==> config.mk <==
export PLATFORM = sky130hd
export DESIGN_NAME = sfim_fault_irq
export DESIGN_NICKNAME = d
export VERILOG_FILES = /design/src/sfim_pkg.sv /design/src/sfim_flag.sv /design/src/sfim_fault_irq.sv
export SDC_FILE = /design/constraint.sdc
export NUM_CORES = 1
export LEC_CHECK = 0
export ABC_AREA = 1
export ABC_CLOCK_PERIOD_IN_PS = 1550
export BUFFER_PORTS_ARGS = -buffer_cell sky130_fd_sc_hd__buf_4
export CAP_MARGIN = 15
export CORE_ASPECT_RATIO = 0.7
export CORE_MARGIN = 1.5
export CORE_UTILIZATION = 30
export DETAILED_ROUTE_END_ITERATION = 16
export PLACE_DENSITY_LB_ADDON = 0.3
export RECOVER_POWER = 100
export SYNTH_ARGS = -nofsm -noshare
export SYNTH_HDL_FRONTEND = slang
export SYNTH_SLANG_ARGS = --single-unit
==> constraint.sdc <==
create_clock -name clk_i -period 1.55 [get_ports clk_i]
set_input_delay 0.2325 -clock clk_i [delete_from_list [all_inputs] [get_ports clk_i]]
set_output_delay 0.2325 -clock clk_i [all_outputs]
set_load 0.005 [all_outputs]
==> src/sfim_pkg.sv <==
// package of offsets, field positions and reset values for the fault interrupt mask block
package sfim_pkg;
	// register word offsets (byte addresses)
	localparam logic [7:0] SFIM_RAW_OFS = 8'h00;
	localparam logic [7:0] SFIM_ENABLE_OFS = 8'h04;
	localparam logic [7:0] SFIM_MASKED_OFS = 8'h08;
	localparam logic [7:0] SFIM_CLEAR_OFS = 8'h0C;
	// field positions within each fault register
	localparam int SFIM_PLL_FAULT_BIT = 0;
	localparam int SFIM_BROWNOUT_BIT = 1;
	localparam int SFIM_REGULATOR_BIT = 2;
	localparam int SFIM_MAIN_OSC_BIT = 3;
	localparam int SFIM_INT_OSC_BIT = 4;
	localparam int SFIM_NUM_FAULTS = 5;
	// reset values
	localparam logic [4:0] SFIM_ENABLE_RST = 5'h00;
	localparam logic [4:0] SFIM_RAW_RST = 5'h00;
	localparam logic [31:0] SFIM_UNMAPPED_DATA = 32'h00000000;
endpackage : sfim_pkg

==> src/sfim_flag.sv <==
// one sticky raw fault flag with its three-stage input synchroniser
`timescale 1ns/100ps
module sfim_flag (
	// clock and reset
	input wire logic clk_i,
	input wire logic rst_i,
	// fault detector level from outside the clock domain
	input wire logic fault_i,
	// software clear pulse
	input wire logic clear_i,
	// sticky flag
	output logic flag_o
);
	logic [2:0] sync;
	logic [2:0] next_sync;
	logic seen;
	logic next_seen;
	logic flag;
	logic next_flag;
	logic event_set;

	// a change counts once the second and third stages agree
	always_comb begin
		next_sync = {sync[1:0], fault_i};
		if (sync[2] == sync[1]) begin
			next_seen = sync[1];
		end else begin
			next_seen = seen;
		end
		event_set = next_seen & ~seen;
		// a detector edge in the same cycle as a clear keeps the flag set
		next_flag = event_set | (flag & ~clear_i);
	end

	// registers only
	always_ff @(posedge clk_i) begin
		if (rst_i) begin
			sync <= 3'h0;
			seen <= 1'b0;
			flag <= 1'b0;
		end else begin
			sync <= next_sync;
			seen <= next_seen;
			flag <= next_flag;
		end
	end

	assign flag_o = flag;
endmodule : sfim_flag

==> src/sfim_fault_irq.sv <==
// fault interrupt mask block: raw flags, enable register, masked status and interrupt line
//
// Contract
// - main oscillator fault gated by enable bit 3
// - regulator unregulated fault gated by bit 2
// - brown-out fault gated by enable bit 1
// - PLL fault gated by enable bit 0
// - enable bits read/write, cleared by reset
// - masked equals raw and enable; W1C clears raw
`timescale 1ns/100ps
module sfim_fault_irq
	import sfim_pkg::*;
#(
	parameter int NUM_FAULTS = sfim_pkg::SFIM_NUM_FAULTS
) (
	// clock and reset
	input wire logic clk_i,
	input wire logic rst_i,
	// classic wishbone slave
	input wire logic cyc_i,
	input wire logic stb_i,
	input wire logic we_i,
	input wire logic [7:0] adr_i,
	input wire logic [3:0] sel_i,
	input wire logic [31:0] dat_i,
	output logic [31:0] dat_o,
	output logic ack_o,
	// fault detector levels, asynchronous
	input wire logic int_osc_fault_i,
	input wire logic main_osc_fault_i,
	input wire logic regulator_unreg_i,
	input wire logic brownout_i,
	input wire logic pll_fault_i,
	// combined fault interrupt to the processor
	output logic irq_o
);
	import sfim_pkg::*;

	// detector levels gathered by field position
	logic [NUM_FAULTS-1:0] fault_in;
	// sticky raw flags, one per fault
	logic [NUM_FAULTS-1:0] raw_fault_status;
	// one-cycle clear strobes, one per raw flag
	logic [NUM_FAULTS-1:0] clear_pulse;
	// software enable word and its next value
	logic [NUM_FAULTS-1:0] fault_interrupt_enable;
	logic [NUM_FAULTS-1:0] next_enable;
	// raw flags gated by their enable bits
	logic [NUM_FAULTS-1:0] masked_status;
	// read data word and its next value
	logic [31:0] rd_data;
	logic [31:0] next_rd_data;
	// acknowledge and its next value
	logic ack;
	logic next_ack;
	// request qualifiers
	logic bus_req;
	logic wr_take;
	logic rd_take;
	// address decode
	logic hit_raw;
	logic hit_enable;
	logic hit_masked;
	logic hit_clear;
	// per-fault interrupt requests
	logic pll_fault_hit;
	logic brownout_hit;
	logic regulator_hit;
	logic main_osc_hit;
	logic int_osc_hit;
	// interrupt line and its next value
	logic irq;
	logic next_irq;

	// gather detector inputs by field position
	always_comb begin
		// positions above the five faults stay low
		fault_in = '0;
		fault_in[SFIM_PLL_FAULT_BIT] = pll_fault_i;
		fault_in[SFIM_BROWNOUT_BIT] = brownout_i;
		fault_in[SFIM_REGULATOR_BIT] = regulator_unreg_i;
		fault_in[SFIM_MAIN_OSC_BIT] = main_osc_fault_i;
		fault_in[SFIM_INT_OSC_BIT] = int_osc_fault_i;
	end

	// address decode; the raw word ignores writes and changes only through its flags
	assign hit_raw = (adr_i == SFIM_RAW_OFS);
	assign hit_enable = (adr_i == SFIM_ENABLE_OFS);
	assign hit_masked = (adr_i == SFIM_MASKED_OFS);
	assign hit_clear = (adr_i == SFIM_CLEAR_OFS);

	// a request is taken once; ack is low in the cycle after it was high
	assign bus_req = cyc_i & stb_i & ~ack;
	// only byte lane 0 holds fields, so a write without it is acked and changes nothing
	assign wr_take = bus_req & we_i & sel_i[0];
	assign rd_take = bus_req & ~we_i;

	always_comb begin
		clear_pulse = '0;
		if (wr_take && (hit_masked || hit_clear)) begin
			// both words clear, so software need not read before clearing
			clear_pulse = dat_i[NUM_FAULTS-1:0];
		end
	end

	// one sticky flag per fault, each with its own synchroniser
	// a detector edge reaches its raw flag four clocks after it arrives
	genvar g;
	generate
		for (g = 0; g < NUM_FAULTS; g++) begin : g_flag
			sfim_flag u_flag (
				.clk_i(clk_i),
				.rst_i(rst_i),
				.fault_i(fault_in[g]),
				.clear_i(clear_pulse[g]),
				.flag_o(raw_fault_status[g])
			);
		end
	endgenerate

	// each gate lets one fault reach the interrupt line only while enabled
	// PLL fault gate
	assign pll_fault_hit = raw_fault_status[SFIM_PLL_FAULT_BIT]
		& fault_interrupt_enable[SFIM_PLL_FAULT_BIT];

	assign brownout_hit = raw_fault_status[SFIM_BROWNOUT_BIT]
		& fault_interrupt_enable[SFIM_BROWNOUT_BIT];

	assign regulator_hit = raw_fault_status[SFIM_REGULATOR_BIT]
		& fault_interrupt_enable[SFIM_REGULATOR_BIT];

	assign main_osc_hit = raw_fault_status[SFIM_MAIN_OSC_BIT]
		& fault_interrupt_enable[SFIM_MAIN_OSC_BIT];

	assign int_osc_hit = raw_fault_status[SFIM_INT_OSC_BIT]
		& fault_interrupt_enable[SFIM_INT_OSC_BIT];

	// masked word built bit for bit from the gates
	always_comb begin
		// bits above the five faults read zero
		masked_status = '0;
		masked_status[SFIM_PLL_FAULT_BIT] = pll_fault_hit;
		masked_status[SFIM_BROWNOUT_BIT] = brownout_hit;
		masked_status[SFIM_REGULATOR_BIT] = regulator_hit;
		masked_status[SFIM_MAIN_OSC_BIT] = main_osc_hit;
		masked_status[SFIM_INT_OSC_BIT] = int_osc_hit;
	end

	always_comb begin
		next_enable = fault_interrupt_enable;
		// a write without byte lane 0 never reaches this branch
		if (wr_take && hit_enable) begin
			next_enable = dat_i[NUM_FAULTS-1:0];
		end
	end

	always_ff @(posedge clk_i) begin
		if (rst_i) begin
			fault_interrupt_enable <= NUM_FAULTS'(SFIM_ENABLE_RST);
		end else begin
			fault_interrupt_enable <= next_enable;
		end
	end

	// read mux; unmapped words read zero and still get an ack
	always_comb begin
		next_rd_data = rd_data;
		if (rd_take) begin
			if (hit_raw) begin
				next_rd_data = {{(32-NUM_FAULTS){1'b0}}, raw_fault_status};
			end else if (hit_enable) begin
				next_rd_data = {{(32-NUM_FAULTS){1'b0}}, fault_interrupt_enable};
			end else if (hit_masked) begin
				next_rd_data = {{(32-NUM_FAULTS){1'b0}}, masked_status};
			end else begin
				// the clear word is write only and reads zero like a hole
				next_rd_data = SFIM_UNMAPPED_DATA;
			end
		end
		// one-cycle ack in the cycle after the request is taken
		next_ack = bus_req;
	end

	// bus registers; read data holds until the next read
	always_ff @(posedge clk_i) begin
		if (rst_i) begin
			rd_data <= SFIM_UNMAPPED_DATA;
			ack <= 1'b0;
		end else begin
			rd_data <= next_rd_data;
			ack <= next_ack;
		end
	end

	// registered irq costs a cycle but keeps the line glitch free
	always_comb begin
		// any enabled raw flag holds the line until software clears it
		next_irq = pll_fault_hit | brownout_hit | regulator_hit | main_osc_hit | int_osc_hit;
	end

	// interrupt line register
	always_ff @(posedge clk_i) begin
		if (rst_i) begin
			irq <= 1'b0;
		end else begin
			irq <= next_irq;
		end
	end

	// outputs straight from flip-flops
	assign dat_o = rd_data;
	assign ack_o = ack;
	assign irq_o = irq;
endmodule : sfim_fault_irq

==> results of run 1 <==
-- worst max-delay path: cells and delay by family (launching register included) --
| family | cells | cell delay, ns |
|---|---|---|
| DFF | 1 | 0.32 |
| and+or+nand+nor | 5 | 0.69 |
| buffers and inverters | 2 | 0.19 |
-- area by class of cell --
type	instances	area share
Inverter	31	0.0583
Timing Repair Buffer	31	0.112
Clock inverter	3	0.0105
Multi-Input combinational cell	155	0.371
Tap cell	75	0.0465
Sequential cell	37	0.367
Clock buffer	5	0.0341
-- state kept, by name (all words and copies together) (netlist names) --
name and count:
g_flag.u_flag.seen 5, ack_o 1, fault_interrupt_enable 5, irq_o 1
dat_o 5, g_flag.u_flag.flag_o 5, g_flag.u_flag.sync 15
-- cells in the mapped netlist --
master,n,area share
dfxtp_1,37,0.42
nor2_1,35,0.075
buf_4,27,0.12
nand2_1,27,0.058
inv_1,21,0.045
nand3_1,16,0.045
a21oi_1,15,0.043
inv_2,9,0.019
nand3b_1,9,0.038
a21oi_2,5,0.025
o21ai_0,5,0.014
o21ai_1,5,0.014
nor2_4,4,0.026
buf_2,2,0.0057
a31oi_1,1,0.0036
buf_1,1,0.0021
buf_6,1,0.0064
clkinv_2,1,0.0028
conb_1,1,0.0021
nand2_2,1,0.0036
nand2_4,1,0.0064
nand3_4,1,0.0099
nor2_2,1,0.0036
nor2_8,1,0.011
nor3_2,1,0.0057
-- final timing paths --
check	end	depth (start not counted)	startpoint	slack, ns
max	fault_interrupt_enable[0]	7	ack_o	0.29
min	g_flag[0].u_flag.sync[0]	3	pll_fault_i	0.14
max reg2reg	fault_interrupt_enable[0]	7	ack_o	0.29
min reg2reg	g_flag[3].u_flag.sync[1]	2	g_flag[3].u_flag.sync[0]	0.40
-- layout by cell type (no fill, tap or decap), types with 2 or more instances in the layout --
| cell | instances |
|---|---|
| nor2_2 | 2 |
| dfxtp_1 | 37 |
| nor2_1 | 35 |
| inv_1 | 23 |
| clkbuf_8 | 5 |
| clkinv_2 | 2 |
| nand3_1 | 16 |
| clkbuf_4 | 7 |
| a21oi_2 | 2 |
| o21ai_1 | 5 |
| conb_1 | 27 |
| a21oi_1 | 18 |
| nor2_4 | 4 |
| nand3b_1 | 9 |
| buf_4 | 22 |
| inv_2 | 7 |
| o21ai_0 | 5 |
| nand2_1 | 27 |
-- logic make-up after synthesis --
kind of cell | after synthesis | synth area share
compound gates | 31 | 0.0994
flops | 37 | 0.420
other cells | 1 | 0.00213
buf+inv | 62 | 0.196
simple gates | 97 | 0.282
-- where the power goes --
part           internal [W]  switching (W)
combinational     0.0000589      0.0000806
clock              0.000319       0.000364
sequential         0.000968      0.0000103
-- per-stage QoR --
stage / hold WS, ns / worst slack [ns] / utilization / area, um^2 / power, W
after floorplan: 0.339 / 0.562 / - / 1860 / 0.00113
after global placement: 0.390 / 0.324 / 0.344 / 1960 / 0.00115
after detailed placement: 0.393 / 0.302 / 0.344 / 1960 / 0.00115
after CTS: 0.127 / 0.367 / 0.359 / 2050 / 0.00184
after global routing: 0.139 / 0.115 / 0.354 / 2020 / 0.00190
final: 0.135 / 0.292 / 0.354 / 2020 / 0.00180
-- layer usage --
metal	track usage	up-vias	part of all wire
li1	-	724	-
met1	0.130	575	0.48
met3	0.0400	8	0.049
met4	0.0504	0	0.015
met2	0.165	22	0.45
met5	0	-	0
==> reports/results.ini, run 1 <==
[logic_synthesis]
synth_area_um2=1760
synthDistinctLibCells=25
seq_area_frac_synth=0.420
yosysWarnings=0
yosys_register_bits=37
synth_area_per_cell_um2=7.73
synthCells=228

[floorplanning]
num_rows=23
die_x_um=94.6
ios=88
start_util=0.309
dieArea_um2=6350
die_h_um=67.1
core-area_um2=5700

[routing]
via_count=1329
vias_per_cell=3.94
drcViolationCount=0
wl_um=3010
dr.pass1.iters=4
ant_nets=0
wl_per_cell_um=8.94
drtIter0Drc=31

[global_routing]
track_usage=0.106
grt_antenna_before_repair=0
grt_max_degree=18
grt-ovfl-total=0
grt_pass1_wl_um=5040
grt_pass1_vias=1152

[cts]
cts_setup_buffers=0
cts_max_path_buffers=2
clock-sinks=37
clk_pin_slew_ns=0.08
cts_resized=0
insertion_delay_ns=0.29
postCtsHoldBufs=0
numCtsBuffers=5
cts_tree=yes
h-tree-depth=2
root_buffer=clkbuf_8

[timing]
finalCritPeriodShare=0.811
clock_skew_ns=0.00216
setup-tns-final_ns=0
worst_pin_slew_ns=0.791
maxSlewHeadroom=0.473
setup-violations-final=0
rsz0062_at_grt=no
hold_violations=0
slew_violations=0
clock.fmax_ghz=0.795
period_needed_ns=1.26

[pwr]
p_leak_nw=0.863
power.density_nw_per_um2=893
irDropWorstVdd_mv=0.370

[finish]
num_antenna_cells=0
register_area_um2=741
multi_input_area_um2=748
drive_gt1_frac=0.221
fin_nets=315
syn_to_final_growth_pct=14.5
finish.cell_count_without_fillers=337
fillerInstances=638

[critical_path]
worstPathCellList=nor2_2 > inv_1 > nor2_2 > nand3_4 > inv_2 > nor2_1 > nor2_1
worstSetupPathType=flip-flop to flip-flop
end_kind=flip-flop
critPathMaxStageDelay_ns=0.32
cpMaxStageDelayCell=dfxtp_1
cp.required_ns=1.78
cp_max_fo=6
cp.arrival_ns=1.49
cp-start-kind=flip-flop

[placed_design]
dp.cells=329
portBuffers=30
dp_hpwl_um=2260
place_congestion=0.779

[min_path]
worst_hold_path_type=primary input to flip-flop

[job]
maxCapViolCount=0

[run_status]
outcome=finished clean

No activity file was read; power rests on OpenSTA's default activity.
==> run 2: changes to the inputs <==
Settings changed: ABC_CLOCK_PERIOD_IN_PS 1550 to 1200.
Clock period 1.55 ns to 1.2 ns, I/O delays scaled along.
==> run 2 against run 1 <==
Effect of this change:
- sequential power up 29%
- via count is 2.2% higher
- clock skew hardly changed
- first-iteration DRC count rose by 35%
- critical endpoint is now g_flag[4].u_flag.flag_o
==> reports/results.ini, run 2 (synthesized netlist as in run 1, its figures left out) <==
[run_status]
outcome=finished clean

[cts]
cts_max_path_buffers=2  ; unchanged
clock-sinks=37  ; unchanged
root_buffer=clkbuf_8
insertion_delay_ns=0.29  ; about the same
h-tree-depth=2  ; unchanged
numCtsBuffers=5  ; unchanged
clk_pin_slew_ns=0.07  ; about the same
postCtsHoldBufs=0  ; unchanged
cts_tree=yes

[pwr]
seqPwrFrac=0.498  ; -0.045
internal_power_w=0.00196  ; +46%
power.density_nw_per_um2=1200  ; +35%
power.switching_w=0.000580  ; +28%
comb_power_share=0.078  ; about the same
p_leak_nw=0.911  ; +5.6%
swShare=0.229  ; -0.0242
clkPwrFrac=0.425  ; +0.046
irDropWorstVdd_mv=0.765  ; +110%

[global_routing]
grt_pass1_wl_um=5290  ; +4.9%
grt_max_degree=13  ; -5
track_usage=0.111  ; +0.00444
grt_pass1_vias=1209  ; +4.9%
grt-ovfl-total=0  ; unchanged
grt_antenna_before_repair=0  ; unchanged

[routing]
m1WireLength_um=1510  ; +3.9%
drtIter0Drc=42  ; +35%
ant_nets=0  ; unchanged
highest_layer=met4
via_count=1358  ; +2.2%
wl_per_cell_um=9.14  ; +2.3%
dr.pass1.iters=4  ; unchanged
drcViolationCount=0  ; unchanged
vias_per_cell=3.97  ; +0.69%
wl_um=3130  ; +3.8%
wl_met2_um=1430  ; +4.3%
met3_length_um=154  ; +3.4%

[critical_path]
end_kind=flip-flop
cp.arrival_ns=1.25  ; -0.24 ns
cp_num_buf_inv=2  ; unchanged
critPathMaxStageDelay_ns=0.34  ; +0.02 ns
cp.required_ns=1.37  ; -0.41 ns
cp-start-kind=flip-flop
cpMaxStageDelayCell=dfxtp_1
rr_startpoint=ack_o
worstSetupPathType=flip-flop to flip-flop
cp.depth=7  ; unchanged
crit_family=simple AND/OR/NAND/NOR gates
reg2reg_slack_ns=0.12  ; -0.18 ns
regToRegEndpoint=g_flag[4].u_flag.flag_o
cp_max_fo=4  ; -2
crit_start=ack_o
endpoint=g_flag[4].u_flag.flag_o
rr_worst_depth=7  ; unchanged
worstPathCellList=nor2_4 > inv_2 > nor2_8 > buf_12 > nand3_1 > nand2_1 > a21oi_1

[min_path]
worst_hold_path_type=primary input to flip-flop

[placed_design]
portBuffers=30  ; unchanged
place_congestion=0.772  ; -0.86%
dp.cells=332  ; +0.91%
dp_hpwl_um=2310  ; +2.4%

[timing]
setup-violations-final=0  ; unchanged
rsz0062_at_grt=no
setup-tns-final_ns=0  ; unchanged
finalCritPeriodShare=0.902  ; +0.0909
hold_violations=0  ; unchanged
clock_skew_ns=0.00218  ; +0.0000206 ns
slew_violations=0  ; unchanged
clock.fmax_ghz=0.924  ; +16%
period_needed_ns=1.08  ; -0.175 ns

[finish]
final_cell_mix=dfxtp_1 (37), nor2_1 (35), conb_1 (27)
largest_reg_flops=15  ; unchanged
fin_nets=320  ; +1.6%
multi_input_area_um2=777  ; +3.8%
syn_to_final_growth_pct=19.8
num_antenna_cells=0  ; unchanged
fillerInstances=624  ; -2.2%
finish.cell_count_without_fillers=342  ; +1.5%
register_area_um2=741  ; unchanged
drive_gt1_frac=0.236  ; +0.0146
regMostFlops=g_flag.u_flag.sync
final_common_cell=dfxtp_1

[floorplanning]
core-area_um2=5700  ; unchanged
num_rows=23  ; unchanged
dieArea_um2=6350  ; unchanged
ios=88  ; unchanged
die_h_um=67.1  ; unchanged
start_util=0.309  ; unchanged
die_x_um=94.6  ; unchanged

[job]
maxCapViolCount=0  ; unchanged

==> run 2: power by group through the flow <==
stage               sequential, W  combinational, W  clock [W]
global route              0.00127          0.000229    0.00117
global placement          0.00129          0.000193          0
CTS                       0.00126          0.000196    0.00112
detailed placement        0.00129          0.000195          0
floorplan                 0.00129          0.000172          0
finish                    0.00126          0.000197    0.00108
==> run 2: per-layer routing <==
metal	global-route usage	vias up
li1	-	735
met1	0.137	590
met2	0.174	27
met3	0.0377	6
met4	0.0504	0
met5	0	-
==> run 2: worst min-delay path, stage by stage <==
cell and delay [ns]:
buf_4 0.07, inv_1 0.03, nor2_1 0.06
==> run 2: how the worst min path moves through the flow <==
| stage | from | end | slack, ns | cells after the start |
|---|---|---|---|---|
| global route | brownout_i | g_flag[1].u_flag.sync[0] | 0.09 | 3 |
| CTS | pll_fault_i | g_flag[0].u_flag.sync[0] | 0.07 | 3 |
| global placement | int_osc_fault_i | g_flag[4].u_flag.sync[0] | 0.38 | 3 |
| floorplan | pll_fault_i | g_flag[0].u_flag.sync[0] | 0.29 | 2 |
| finish | pll_fault_i | g_flag[0].u_flag.sync[0] | 0.08 | 3 |
| detailed placement | pll_fault_i | g_flag[0].u_flag.sync[0] | 0.39 | 3 |
==> run 2: layout make-up <==
cell class | instances | share of cell area
Clock inverter | 2 | 0.0184
Clock buffer | 6 | 0.0344
Timing Repair Buffer | 36 | 0.127
Tap cell | 75 | 0.0445
Sequential cell | 37 | 0.351
Inverter | 31 | 0.0569
Multi-Input combinational cell | 155 | 0.368
==> run 2: timing repair <==
action                                 CTS  global route
gates resized for setup                  0             5
endpoints found under the hold margin    0             0
setup endpoints to repair                0             8
buffers inserted                         0             2
==> run 2: metrics by stage <==
| step | hold WS, ns | total power (W) | setup slack, ns | area (um^2) | util |
|---|---|---|---|---|---|
| 2_1_floorplan | 0.287 | 0.00146 | 0.212 | 1860 | - |
| 3_3_place_gp | 0.379 | 0.00148 | 0.0606 | 1980 | 0.348 |
| 3_5_place_dp | 0.385 | 0.00149 | 0.0436 | 1980 | 0.348 |
| 4_1_cts | 0.0738 | 0.00258 | 0.0888 | 2090 | 0.367 |
| 5_1_grt | 0.0885 | 0.00266 | 0.0310 | 2110 | 0.370 |
| 6_report | 0.0830 | 0.00254 | 0.117 | 2110 | 0.370 |
==> run 3: changes to the inputs <==
Settings changed: RECOVER_POWER 100 to unset.
==> run 3 against run 2 <==
Effect of this change:
- final area rose by 1.1%
- global-route usage unchanged
- first-iteration DRC count up 4.8%
- via count unchanged
- final cell count stayed put
- routed wire length grew 0.58%
- sequential share of layout area fell by 0.33 points
- worst hold slack improved by 0.0026 ns
- total power hardly changed
- core utilization rose by 0.42 points
- clock power hardly changed
- critical endpoint is now fault_interrupt_enable[1]
==> reports/results.ini, run 3 (synthesized netlist as in run 1, its figures left out) <==
[timing]
clock_skew_ns=0.00169  ; -0.000500 ns
finalCritPeriodShare=0.900  ; -0.00222
slew_violations=0  ; unchanged
setup-tns-final_ns=0  ; unchanged
clock.fmax_ghz=0.926  ; +0.25%
hold_violations=0  ; unchanged
period_needed_ns=1.08  ; -0.00267 ns
hold_ws_ns=0.0856  ; +0.00257 ns
setup-violations-final=0  ; unchanged
rsz0062_at_grt=no

[finish]
finish.cell_count_without_fillers=342  ; unchanged
num_antenna_cells=0  ; unchanged
largest_reg_flops=15  ; unchanged
drive_gt1_frac=0.266  ; +0.0300
fin_util=0.375  ; +0.00417
syn_to_final_growth_pct=21.2
regMostFlops=g_flag.u_flag.sync
fillerInstances=617  ; -1.1%
final_cell_mix=dfxtp_1 (36), nor2_1 (35), buf_4 (35)
final_common_cell=dfxtp_1
final_area_um2=2130  ; +1.1%
fin_nets=320  ; unchanged

[job]
maxCapViolCount=0  ; unchanged

[floorplanning]
ios=88  ; unchanged
core-area_um2=5700  ; unchanged
die_h_um=67.1  ; unchanged
start_util=0.309  ; unchanged
num_rows=23  ; unchanged
die_x_um=94.6  ; unchanged
dieArea_um2=6350  ; unchanged

[global_routing]
grt_antenna_before_repair=0  ; unchanged
grt-ovfl-total=0  ; unchanged
grt_pass1_vias=1209  ; unchanged
grt_max_degree=13  ; unchanged
track_usage=0.111  ; unchanged
grt_pass1_wl_um=5290  ; unchanged

[pwr]
comb_power_share=0.080  ; +0.002
swShare=0.227  ; -0.00170
internal_power_w=0.00197  ; +0.31%
power.switching_w=0.000577  ; -0.65%
p_leak_nw=0.928  ; +1.8%
seqPwrFrac=0.497  ; about the same
clkPwrFrac=0.422  ; -0.003
power.density_nw_per_um2=1190  ; -1.0%
irDropWorstVdd_mv=0.766  ; +0.13%

[run_status]
outcome=finished clean

[routing]
drtIter0Drc=44  ; +4.8%
wl_per_cell_um=9.20  ; +0.58%
via_count=1358  ; unchanged
drcViolationCount=0  ; unchanged
dr.pass1.iters=4  ; unchanged
wl_um=3150  ; +0.58%
vias_per_cell=3.97  ; unchanged
ant_nets=0  ; unchanged

[placed_design]
place_area_um2=1980  ; unchanged
place_congestion=0.772  ; unchanged
dp_hpwl_um=2310  ; unchanged
dp.cells=332  ; unchanged
portBuffers=30  ; unchanged

[cts]
clock-sinks=37  ; unchanged
clk_pin_slew_ns=0.07  ; about the same
cts_max_path_buffers=2  ; unchanged
h-tree-depth=2  ; unchanged
insertion_delay_ns=0.28  ; about the same
root_buffer=clkbuf_8
numCtsBuffers=5  ; unchanged
cts_tree=yes

[critical_path]
cp.required_ns=1.42  ; +0.05 ns
cp-start-kind=flip-flop
cp.arrival_ns=1.30  ; +0.05 ns
worstSetupPathType=flip-flop to flip-flop
rr_startpoint=ack_o
end_kind=flip-flop
cp_max_fo=6  ; +2
crit_start=ack_o

[min_path]
worst_hold_path_type=primary input to flip-flop
holdCritStartpoint=pll_fault_i

## run 3: changes by cell type in the layout (fill, tap and decap cells not counted), sizes merged
cell	before	now
buf	26	36
clkbuf	16	6
## run 3: worst paths after layout
check | endpoint | slack, ns | cells after the start
max reg2reg | fault_interrupt_enable[1] | 0.12 | 7
min | g_flag[0].u_flag.sync[0] | 0.09 | 3
max | fault_interrupt_enable[1] | 0.12 | 7
min reg2reg | g_flag[4].u_flag.sync[1] | 0.40 | 2
## run 3: metrics by stage
step | setup slack (ns) | total power (W)
floorplan | 0.212 | 0.00146
global placement | 0.0606 | 0.00148
detailed placement | 0.0436 | 0.00149
CTS | 0.0888 | 0.00258
global route | 0.0407 | 0.00267
finish | 0.120 | 0.00254
## run 3: worst max-delay path: stages, from the launching register on
cell	delay [ns]
dfxtp_2	0.34
nor2_4	0.10
inv_2	0.07
nor2_8	0.15
nand3_4	0.13
inv_4	0.10
nor2_1	0.04
nor2_1	0.10
## run 3: final cells by class
class,count,area [um^2],area share
multi-input cells,155,785,0.368
flip-flops and latches,37,742,0.348
repair buffers,36,283,0.132
inverters,31,120,0.0563
well taps,75,93.8,0.0440
clock buffers,6,72.6,0.0340
clock inverters,2,38.8,0.0182
## run 3: power groups by stage
stage / Combinational, W / Clock, W / Sequential, W
2_1_floorplan: 0.000172 / 0 / 0.00129
3_3_place_gp: 0.000193 / 0 / 0.00129
3_5_place_dp: 0.000195 / 0 / 0.00129
4_1_cts: 0.000196 / 0.00112 / 0.00126
5_1_grt: 0.000236 / 0.00117 / 0.00127
6_report: 0.000204 / 0.00107 / 0.00126
## run 3: what timing repair did
item	CTS	global route
gates resized for setup	0	5
setup endpoints to repair	0	8
hold buffers	0	0
buffers inserted	0	2
## run 3: layer usage
layer | vias to the layer above | GRT usage | part of all wire
met2 | 25 | 0.174 | 0.47
met5 | - | 0 | 0
met1 | 598 | 0.137 | 0.48
met3 | 2 | 0.0377 | 0.049
met4 | 0 | 0.0504 | 0.0054
li1 | 733 | - | -
